--- src/core/rmha_pkg.sv ---
package rmha_pkg;
  localparam int CLK_HZ         = 100_000_000;
  localparam int BOOT_WINDOW_MS = 100;
  // latest sample point, rounded down
  localparam int BOOT_CYC       = CLK_HZ / 1000 * BOOT_WINDOW_MS;
  localparam int HCI_MAX_BAUD   = 3_200_000;
  // divisor rounded up keeps the rate at or below the ceiling
  localparam int BAUD_DIV       = (CLK_HZ + HCI_MAX_BAUD - 1) / HCI_MAX_BAUD;
  localparam int PCM_MAX_HZ     = 2_048_000;
  localparam int PCM_MIN_HZ     = 64_000;
  localparam int PCM_HALF_MIN   = (CLK_HZ + 2 * PCM_MAX_HZ - 1)
                                  / (2 * PCM_MAX_HZ);
  localparam int PCM_HALF_MAX   = CLK_HZ / (2 * PCM_MIN_HZ);
  localparam int PCM_HALF_DEF   = 50;
  localparam int PCM_WORD       = 16;
  localparam int PCM_SLOTS      = 32;
  localparam int SLEEP_HZ       = 32_768;
  localparam int SLEEP_DIV      = CLK_HZ / SLEEP_HZ;

  typedef enum logic [3:0] {
    BOOT_IDLE  = 4'h1,
    BOOT_WAIT  = 4'h2,
    BOOT_RUN   = 4'h4,
    BOOT_FAULT = 4'h8
  } rmha_boot_type;

  typedef struct packed {
    logic pcm_dout;
    logic pcm_sync;
    logic host_wake;
    logic hci_rts;
    logic hci_tx;
    logic coex_tx;
  } rmha_strap_type;

  localparam rmha_strap_type STRAP_GOOD  = 6'h27;
  localparam rmha_strap_type STRAP_RESET = 6'h00;

  typedef struct packed {
    logic [7:0] data;
    logic       valid;
  } rmha_byte_type;
endpackage

--- src/core/rmha_link.sv ---
`timescale 1ns/1ps
`default_nettype none
module rmha_link
  import rmha_pkg::*;
#(
  parameter int BOOT_SAMPLE = BOOT_CYC,
  parameter int PCM_HALF    = PCM_HALF_DEF,
  parameter int PCM_W       = PCM_WORD,
  parameter int SLOTS       = PCM_SLOTS,
  parameter int UART_DIV    = BAUD_DIV
) (
  input  wire logic             i_clock,
  input  wire logic             i_rst,
  input  wire logic             i_wifi_function_enable,
  input  wire logic             i_bluetooth_enable,
  input  wire rmha_strap_type   i_strap_level,
  output logic                  o_wifi_active,
  output logic                  o_bt_active,
  output logic                  o_fault,
  output logic                  o_straps_latched,
  output rmha_strap_type        o_strap_value,
  input  wire logic             i_pcm_master,
  input  wire logic             i_pcm_clk,
  output logic                  o_pcm_clk,
  output logic                  o_pcm_clk_oe,
  input  wire logic             i_pcm_sync,
  output logic                  o_pcm_sync,
  output logic                  o_pcm_sync_oe,
  input  wire logic             i_pcm_din,
  output logic                  o_pcm_dout,
  output logic                  o_pcm_dout_oe,
  input  wire logic [PCM_W-1:0] i_pcm_tx_word,
  output logic                  o_pcm_tx_take,
  output logic [PCM_W-1:0]      o_pcm_rx_word,
  output logic                  o_pcm_rx_valid,
  input  wire logic [7:0]       i_hci_tx_data,
  input  wire logic             i_hci_tx_valid,
  output logic                  o_hci_tx_ready,
  output rmha_byte_type         o_hci_rx,
  input  wire logic             i_hci_rx_hold,
  output logic                  o_hci_serial_tx,
  output logic                  o_hci_serial_tx_oe,
  input  wire logic             i_hci_serial_rx,
  output logic                  o_hci_request_to_send_n,
  output logic                  o_hci_request_to_send_oe,
  input  wire logic             i_hci_clear_to_send_n,
  input  wire logic [7:0]       i_coex_tx_data,
  input  wire logic             i_coex_tx_valid,
  output logic                  o_coex_tx_ready,
  output rmha_byte_type         o_coex_rx,
  output logic                  o_coexist_serial_tx,
  output logic                  o_coexist_serial_tx_oe,
  input  wire logic             i_coexist_serial_rx,
  input  wire logic             i_wake_request,
  output logic                  o_host_wakeup_out,
  output logic                  o_host_wakeup_out_oe,
  input  wire logic             i_low_power_clock_in,
  input  wire logic             i_use_ext_sleep_clk,
  input  wire logic             i_sleep_mode,
  output logic                  o_sleep_tick
);
  localparam int SW = $clog2(SLOTS);
  localparam int NS = 15;

  // two-stage synchroniser for every pin input
  logic [NS-1:0] meta;
  logic [NS-1:0] sy;
  always_ff @(posedge i_clock) begin
    meta <= {i_wifi_function_enable, i_bluetooth_enable, i_strap_level,
             i_pcm_clk, i_pcm_sync, i_pcm_din, i_hci_serial_rx,
             i_hci_clear_to_send_n, i_coexist_serial_rx,
             i_low_power_clock_in};
    sy   <= meta;
  end

  logic           wifi_s, bt_s, pclk_s, psync_s, din_s;
  logic           hrx_s, cts_n_s, crx_s, lpclk_s;
  rmha_strap_type strap_s;
  assign {wifi_s, bt_s, strap_s, pclk_s, psync_s, din_s, hrx_s,
          cts_n_s, crx_s, lpclk_s} = sy;

  // boot sequencing
  rmha_boot_type state;
  logic [31:0]   bcnt;
  logic          run;
  assign run = (state == BOOT_RUN);

  always_ff @(posedge i_clock) begin
    if (i_rst) begin
      state            <= BOOT_IDLE;
      bcnt             <= 32'h0;
      o_strap_value    <= STRAP_RESET;
      o_straps_latched <= 1'b0;
    end else begin
      case (state)
        BOOT_IDLE: begin
          bcnt <= 32'h0;
          if (wifi_s || bt_s) begin
            state <= BOOT_WAIT;
          end
        end
        BOOT_WAIT: begin
          bcnt <= bcnt + 32'h1;
          // synchroniser lag puts the pin sample two cycles earlier
          if (bcnt == 32'(BOOT_SAMPLE - 2)) begin
            o_strap_value    <= strap_s;
            o_straps_latched <= 1'b1;
            state <= (strap_s == STRAP_GOOD) ? BOOT_RUN : BOOT_FAULT;
          end
        end
        BOOT_RUN:   state <= BOOT_RUN;
        BOOT_FAULT: state <= BOOT_FAULT;
        default:    state <= BOOT_FAULT;
      endcase
    end
  end

  // function enables
  always_ff @(posedge i_clock) begin
    if (i_rst) begin
      o_wifi_active <= 1'b0;
      o_bt_active   <= 1'b0;
      o_fault       <= 1'b0;
    end else begin
      o_wifi_active <= run && wifi_s;
      o_bt_active   <= run && bt_s;
      o_fault       <= (state == BOOT_FAULT);
    end
  end

  // audio bit clock; a mode switch mid-frame is not glitch free
  logic [15:0] mdiv;
  logic        mrise, mfall, srise, sfall, pclk_d, prise, pfall;
  always_ff @(posedge i_clock) begin
    if (i_rst) begin
      mdiv      <= 16'h0;
      o_pcm_clk <= 1'b0;
      pclk_d    <= 1'b0;
    end else begin
      pclk_d <= pclk_s;
      if (mdiv == 16'(PCM_HALF - 1)) begin
        mdiv      <= 16'h0;
        o_pcm_clk <= ~o_pcm_clk;
      end else begin
        mdiv <= mdiv + 16'h1;
      end
    end
  end
  assign mrise = (mdiv == 16'(PCM_HALF - 1)) && !o_pcm_clk;
  assign mfall = (mdiv == 16'(PCM_HALF - 1)) && o_pcm_clk;
  assign srise = pclk_s && !pclk_d;
  assign sfall = !pclk_s && pclk_d;
  assign prise = o_bt_active && (i_pcm_master ? mrise : srise);
  assign pfall = o_bt_active && (i_pcm_master ? mfall : sfall);

  // audio framing
  logic [SW-1:0]    slot, next_slot;
  logic             frame_pend;
  logic [PCM_W-1:0] tx_sh, rx_sh;
  logic             in_data;
  always_comb begin
    next_slot = slot + SW'(1);
    if (frame_pend) begin
      next_slot = SW'(1);
    end else if (slot == SW'(SLOTS - 1)) begin
      next_slot = i_pcm_master ? SW'(0) : slot;
    end
  end
  assign in_data = (slot != SW'(0)) && (slot <= SW'(PCM_W));

  always_ff @(posedge i_clock) begin
    if (i_rst) begin
      slot          <= SW'(SLOTS - 1);
      o_pcm_sync    <= 1'b0;
      o_pcm_dout    <= 1'b1;
      tx_sh         <= '0;
      o_pcm_tx_take <= 1'b0;
    end else begin
      o_pcm_tx_take <= 1'b0;
      if (prise) begin
        slot <= next_slot;
        o_pcm_sync <= i_pcm_master && (slot == SW'(SLOTS - 1));
        if (next_slot == SW'(1)) begin
          o_pcm_dout    <= i_pcm_tx_word[PCM_W-1];
          tx_sh         <= i_pcm_tx_word << 1;
          o_pcm_tx_take <= 1'b1;
        end else if (next_slot != SW'(0) && next_slot <= SW'(PCM_W)) begin
          o_pcm_dout <= tx_sh[PCM_W-1];
          tx_sh      <= tx_sh << 1;
        end else begin
          o_pcm_dout <= 1'b0;
        end
      end
    end
  end

  always_ff @(posedge i_clock) begin
    if (i_rst) begin
      frame_pend     <= 1'b0;
      rx_sh          <= '0;
      o_pcm_rx_word  <= '0;
      o_pcm_rx_valid <= 1'b0;
    end else begin
      o_pcm_rx_valid <= 1'b0;
      if (pfall) begin
        frame_pend <= i_pcm_master ? o_pcm_sync : psync_s;
        if (in_data) begin
          rx_sh <= {rx_sh[PCM_W-2:0], din_s};
          if (slot == SW'(PCM_W)) begin
            o_pcm_rx_word  <= {rx_sh[PCM_W-2:0], din_s};
            o_pcm_rx_valid <= 1'b1;
          end
        end
      end
    end
  end

  assign o_pcm_clk_oe  = o_bt_active && i_pcm_master;
  assign o_pcm_sync_oe = o_bt_active && i_pcm_master;
  assign o_pcm_dout_oe = o_bt_active;

  // uarts: channel 0 hci, channel 1 coexistence, 8N1
  logic [1:0][7:0] u_tdata;
  logic [1:0]      u_tvalid, u_ready, u_txd, u_cts, u_rxd, u_en;
  rmha_byte_type   u_rx [2];
  assign u_tdata  = {i_coex_tx_data, i_hci_tx_data};
  assign u_tvalid = {i_coex_tx_valid, i_hci_tx_valid};
  assign u_rxd    = {crx_s, hrx_s};
  assign u_cts    = {1'b1, !cts_n_s};
  assign u_en     = {run, o_bt_active};

  genvar ch;
  generate
    for (ch = 0; ch < 2; ch++) begin : g_uart
      logic [9:0]  tsh;
      logic [3:0]  tbit, rbit;
      logic [15:0] tcnt, rcnt;
      logic        tbusy, rbusy;
      logic [7:0]  rsh;
      assign u_ready[ch] = u_en[ch] && !tbusy && u_cts[ch];
      assign u_txd[ch]   = tbusy ? tsh[0] : 1'b1;
      always_ff @(posedge i_clock) begin
        if (i_rst) begin
          tbusy <= 1'b0;
          tsh   <= 10'h3FF;
          tbit  <= 4'h0;
          tcnt  <= 16'h0;
        end else if (!tbusy) begin
          if (u_tvalid[ch] && u_ready[ch]) begin
            tbusy <= 1'b1;
            tsh   <= {1'b1, u_tdata[ch], 1'b0};
            tbit  <= 4'h0;
            tcnt  <= 16'h0;
          end
        end else if (tcnt == 16'(UART_DIV - 1)) begin
          tcnt <= 16'h0;
          tsh  <= {1'b1, tsh[9:1]};
          tbit <= tbit + 4'h1;
          if (tbit == 4'h9) begin
            tbusy <= 1'b0;
          end
        end else begin
          tcnt <= tcnt + 16'h1;
        end
      end
      always_ff @(posedge i_clock) begin
        if (i_rst) begin
          rbusy      <= 1'b0;
          rbit       <= 4'h0;
          rcnt       <= 16'h0;
          rsh        <= 8'h0;
          u_rx[ch]   <= '0;
        end else begin
          u_rx[ch].valid <= 1'b0;
          if (!rbusy) begin
            rbit <= 4'h0;
            rcnt <= 16'(UART_DIV / 2);
            if (!u_rxd[ch] && u_en[ch]) begin
              rbusy <= 1'b1;
            end
          end else if (rcnt == 16'(UART_DIV - 1)) begin
            rcnt <= 16'h0;
            rbit <= rbit + 4'h1;
            if (rbit == 4'h0 && u_rxd[ch]) begin
              rbusy <= 1'b0;
            end else if (rbit == 4'h9) begin
              rbusy <= 1'b0;
              // a framing error drops the byte
              if (u_rxd[ch]) begin
                u_rx[ch].data  <= rsh;
                u_rx[ch].valid <= 1'b1;
              end
            end else if (rbit != 4'h0) begin
              rsh <= {u_rxd[ch], rsh[7:1]};
            end
          end else begin
            rcnt <= rcnt + 16'h1;
          end
        end
      end
    end
  endgenerate

  assign o_hci_tx_ready  = u_ready[0];
  assign o_coex_tx_ready = u_ready[1];
  assign o_hci_rx        = u_rx[0];
  assign o_coex_rx       = u_rx[1];

  // strapped outputs stay released until boot passes
  always_ff @(posedge i_clock) begin
    if (i_rst) begin
      o_hci_serial_tx         <= 1'b1;
      o_coexist_serial_tx     <= 1'b1;
      o_hci_request_to_send_n <= 1'b1;
      o_host_wakeup_out       <= 1'b0;
    end else begin
      o_hci_serial_tx         <= u_txd[0];
      o_coexist_serial_tx     <= u_txd[1];
      o_hci_request_to_send_n <= !(o_bt_active && !i_hci_rx_hold);
      o_host_wakeup_out       <= run && i_wake_request;
    end
  end
  assign o_hci_serial_tx_oe       = run;
  assign o_hci_request_to_send_oe = run;
  assign o_coexist_serial_tx_oe   = run;
  assign o_host_wakeup_out_oe     = run;

  // sleep clock tick
  logic [15:0] sdiv;
  logic        lp_d, int_tick;
  assign int_tick = (sdiv == 16'(SLEEP_DIV - 1));
  always_ff @(posedge i_clock) begin
    if (i_rst) begin
      sdiv         <= 16'h0;
      lp_d         <= 1'b0;
      o_sleep_tick <= 1'b0;
    end else begin
      lp_d <= lpclk_s;
      sdiv <= int_tick ? 16'h0 : sdiv + 16'h1;
      o_sleep_tick <= i_sleep_mode &&
                      (i_use_ext_sleep_clk ? (lpclk_s && !lp_d) : int_tick);
    end
  end

  a_strap_hold: assert property (@(posedge i_clock) disable iff (i_rst)
    $past(o_straps_latched) |-> $stable(o_strap_value) && o_straps_latched)
    else $error("strap value changed after latch");

  a_boot_window: assert property (@(posedge i_clock) disable iff (i_rst)
    (state == BOOT_WAIT) |-> bcnt < 32'(BOOT_SAMPLE - 1))
    else $error("strap sample past window");

  a_fault_quiet: assert property (@(posedge i_clock) disable iff (i_rst)
    o_fault |-> !o_wifi_active && !o_bt_active && !o_hci_serial_tx_oe)
    else $error("functions live in fault state");

  a_wifi_gate: assert property (@(posedge i_clock) disable iff (i_rst)
    !wifi_s ##1 !wifi_s |-> !o_wifi_active)
    else $error("wifi active with enable low");

  a_bt_enable: assert property (@(posedge i_clock) disable iff (i_rst)
    (run && bt_s) ##1 (run && bt_s) |-> o_bt_active)
    else $error("bluetooth not enabled");

  a_dout_rise: assert property (@(posedge i_clock) disable iff (i_rst)
    $changed(o_pcm_dout) |-> $past(prise))
    else $error("audio out changed off a rising edge");

  a_sync_rise: assert property (@(posedge i_clock) disable iff (i_rst)
    $changed(o_pcm_sync) |-> $past(prise) &&
                             ($past(i_pcm_master) || !o_pcm_sync))
    else $error("frame sync changed off a rising edge");

  a_rx_fall: assert property (@(posedge i_clock) disable iff (i_rst)
    o_pcm_rx_valid |-> $past(pfall) && $past(slot) == SW'(PCM_W))
    else $error("audio word not taken on falling edge");

  a_cts_hold: assert property (@(posedge i_clock) disable iff (i_rst)
    cts_n_s && !g_uart[0].tbusy |=> !g_uart[0].tbusy)
    else $error("hci transmit offered without clear to send");

  a_wake_boot: assert property (@(posedge i_clock) disable iff (i_rst)
    $rose(o_host_wakeup_out) |-> $past(i_wake_request) && run)
    else $error("wake raised without request");
endmodule
`default_nettype wire

--- config.mk ---
export PLATFORM = sky130hd
export DESIGN_NAME = rmha_link
export DESIGN_NICKNAME = d
export VERILOG_FILES = /design/src/core/rmha_pkg.sv /design/src/core/rmha_link.sv
export SDC_FILE = /design/constraint.sdc
export NUM_CORES = 1
export LEC_CHECK = 0
export BUFFER_PORTS_ARGS = -buffer_cell sky130_fd_sc_hd__buf_2
export CORE_ASPECT_RATIO = 1.2
export CORE_MARGIN = 2
export CORE_UTILIZATION = 50
export DETAILED_ROUTE_END_ITERATION = 10
export GPL_TIMING_DRIVEN = 0
export PLACE_DENSITY = 0.69
export SLEW_MARGIN = 15
export SYNTH_ARGS = -nofsm -noshare
export SYNTH_HDL_FRONTEND = slang
export SYNTH_SLANG_ARGS = --single-unit
--- constraint.sdc ---
create_clock -name i_clock -period 3.4 [get_ports i_clock]
set_input_delay 0.68 -clock i_clock [delete_from_list [all_inputs] [get_ports i_clock]]
set_output_delay 0.68 -clock i_clock [all_outputs]
set_load 0.1 [all_outputs]
==> metrics.txt <==
CP max stage cell=a2111oi_4; area of the core=25,500 µm²; nature of the critical path endpoint=flop; die height=roughly 180 µm; first-pass iteration count of the detailed router=5; Top Layer Used=met4; CP arrival=between 3000 and 4000 ps; mapped cell area=approximately 13,000 µm²; cts hold-fix bufs=0; power share of the clock group=0.474; vias=10,211; Setup WS pre-CTS=391 ps; clk root buf=clkbuf_16; post-cts sizing count=0; CTS tree=built; worst path required time=around 3800 ps; first-pass GRT wire length=between 40,000 and 50,000 µm; RSZ-0062 raised after global routing=false; Tightest Pin Transition=851 ps; initial antenna violation count=0; Seq pwr share=0.479; worst rel slew slack=0.428; H-tree depth=2; WL/cell=14.6 µm; WS Path Type=flop to flop; row cnt=64; Final Skew=about 11 ps; # DRC=0; Int Pwr=around 0.006 W; Hold Fails Final Rpt=0; Die X-Extent=151 µm; Post-synth EDFFs=17; RD Place Congestion=0.819; crit-path cells=ha_1 -> and3_1 -> ha_1 -> buf_4 -> nand4b_4 -> xnor2_2 -> a2111oi_4 -> xor2_2 -> and2_1 -> buf_6 -> buf_12 -> a211oi_2; Die ar.=27,300 µm²; leakage=between 5 and 6 nW; CP delay by family, top=simple AND/OR/NAND/NOR gates; Max FO, Critical Path=10; most frequent cells in the layout=291 x dfxtp_1, 212 x nor2_1, 131 x buf_2; starting density of the core=0.509; Synth async-reset ratio=0; net switching power=~0.0017 W; f_max=between 300 and 400 MHz; min setup slack post-route=roughly 360 ps; wl on met1=around 12,000 µm; Final Max Slew Viols=0; Iter 0 DRT Violations=428; CP max stage delay=400 ps; setup_tns=0 ps; fin cells=approximately 1,900; clock buffer depth=3; antenna-violating nets left=0; Layout Nets=1,634; Total Power=slightly below 0.008 W; Via density=5.35; total gr overflow=0; I/O Pins=119; met2 routed WL=between 10,000 and 15,000 µm; syn avg cell area=between 9 and 10 µm²; power per cell area=approximately 510 nW/µm²; Reg clk slew, reported paths=~60 ps; VDD IR-drop max=0.428 mV; share of cells above drive strength 1=0.160; Critical Path Start Type=flop; final setup vio count=0; Mapped Nets=around 1,500; HP Class=primary input to flop; Syn Inst Count=1,399; status=complete, no violations; postcts setup bufs=0; Port-buffer cells=approximately 120; most common cell after layout, fill and taps aside=dfxtp_1; fin crit share=0.894; Inserted Clock Buffers=34; pin count of the biggest net entering global routing=14; DR WL met3=roughly 1500 µm; CTS sink cnt=approximately 300; Skew-Pair Late Insertion Delay=around 510 ps; Syn. warnings=0; vias in the first global route=9,851; final worst path period need=between 3000 and 4000 ps; Crit path buffers/inverters=3; FF+latch count, synth=about 300; sw frac=0.224; main flop type after synthesis=dfxtp_1; post-synthesis sequential area ratio=0.487; Placed Cells incl. Taps=1,847; max_cap viols=0; antenna cell count=0; HPWL Detailed=19,600 µm; Area Overhead vs Synth=16.6%; final wirelength=27,900 µm; Comb pwr share=0.047; Most Frequent Cell on Critical Path=ha_1; filler instances=between 2,000 and 2,500; GRT Util Overall=0.208; Unique masters post-synth=between 70 and 80
==> final cells by class <==
cell class                      instances  area, µm²  area share
Tap cell                              330        413      0.0272
Timing Repair Buffer                  118        591      0.0390
Multi-Input combinational cell        995       6230       0.411
Clock inverter                         11       83.8     0.00553
Clock buffer                           51       1060      0.0698
Inverter                               29        109     0.00718
Buffer                                 67        340      0.0224
Sequential cell                       308       6340       0.418
==> metrics by stage <==
step	cell area, µm²	utilization	hold slack (ps)
5_1_grt	15200	0.594	250
3_5_place_dp	14000	0.549	312
4_1_cts	15200	0.594	252
6_report	15200	0.594	271
3_3_place_gp	14000	0.549	310
2_1_floorplan	13000	-	310
==> Yosys cell counts, types with 3 or more instances <==
cell | count | area (µm²)
nand2b_1 | 4 | 25.0
dfxtp_1 | 291 | 5830
nand2_1 | 116 | 435
nor3_1 | 18 | 90.1
inv_1 | 29 | 109
clkbuf_1 | 37 | 139
nand3b_1 | 13 | 97.6
nand4_1 | 21 | 131
buf_1 | 4 | 15.0
and2_1 | 20 | 125
nor2b_1 | 12 | 75.1
nor2_1 | 212 | 796
nand3_1 | 67 | 335
xor2_1 | 38 | 333
o21ai_0 | 45 | 225
a31oi_1 | 8 | 50.1
a21oi_1 | 79 | 395
o21a_1 | 5 | 37.5
mux2i_1 | 85 | 851
xnor2_1 | 22 | 193
ha_1 | 25 | 313
nor4_1 | 12 | 75.1
mux2_2 | 16 | 180
buf_4 | 9 | 67.6
or4_1 | 5 | 37.5
buf_2 | 13 | 65.1
edfxtp_1 | 17 | 510
o31ai_1 | 3 | 22.5
and3_1 | 33 | 206
and4_1 | 10 | 87.6
nor3b_1 | 7 | 52.6
or2_2 | 6 | 37.5
a211oi_2 | 10 | 125
a311oi_1 | 8 | 70.1
a211oi_1 | 9 | 67.6
o31a_1 | 5 | 43.8
nor4b_1 | 5 | 43.8
or3_1 | 21 | 131
o211ai_1 | 17 | 128
buf_6 | 3 | 33.8
==> worst paths after layout <==
path                            depth (start not counted)  endpoint  slack (ps)             startpoint
worst min-delay path                                    1   meta[2]         270  i_hci_clear_to_send_n
worst max-delay path                                   12  tx_sh[8]         360                slot[0]
worst min register to register                          0     sy[4]         320                meta[4]
worst max register to register                         12  tx_sh[8]         360                slot[0]
==> sequential cells by signal, indices dropped and copies added (netlist names), 8 cells and up <==
name,flops
g_uart.tcnt,32
o_pcm_rx_word,16
tx_sh,15
g_uart.rsh,16
mdiv,16
sdiv,16
sy,15
g_uart.rbit,8
g_uart.rcnt,32
g_uart.tbit,8
rx_sh,15
g_uart.tsh,18
u_rx,18
meta,15
bcnt,32
==> metal layers <==
metal,GRT usage,vias to the layer above
met2,0.347,201
met1,0.262,4766
li1,-,5193
met3,0.0491,51
met4,0.0684,0
met5,0,-
==> kinds of logic after synthesis <==
kind of cell,after synthesis,share of synthesized area
other,1,0.000288
AOI/OAI and AO/OA,203,0.100
buffers and inverters,96,0.0345
muxes,101,0.0793
DFF,308,0.487
and+or+nand+nor,603,0.231
adders and majority gates,25,0.0241
xor gates and xnor gates,62,0.0429
==> power by group through the flow <==
| stage | clock network [W] | logic [W] | registers [W] |
|---|---|---|---|
| after floorplan | 0 | 0.000166 | 0.00387 |
| after global placement | 0 | 0.000362 | 0.00380 |
| after detailed placement | 0 | 0.000364 | 0.00380 |
| after CTS | 0.00376 | 0.000366 | 0.00372 |
| after global routing | 0.00391 | 0.000396 | 0.00372 |
| final | 0.00367 | 0.000363 | 0.00372 |
Note: power is estimated with default switching activity, not from simulation.
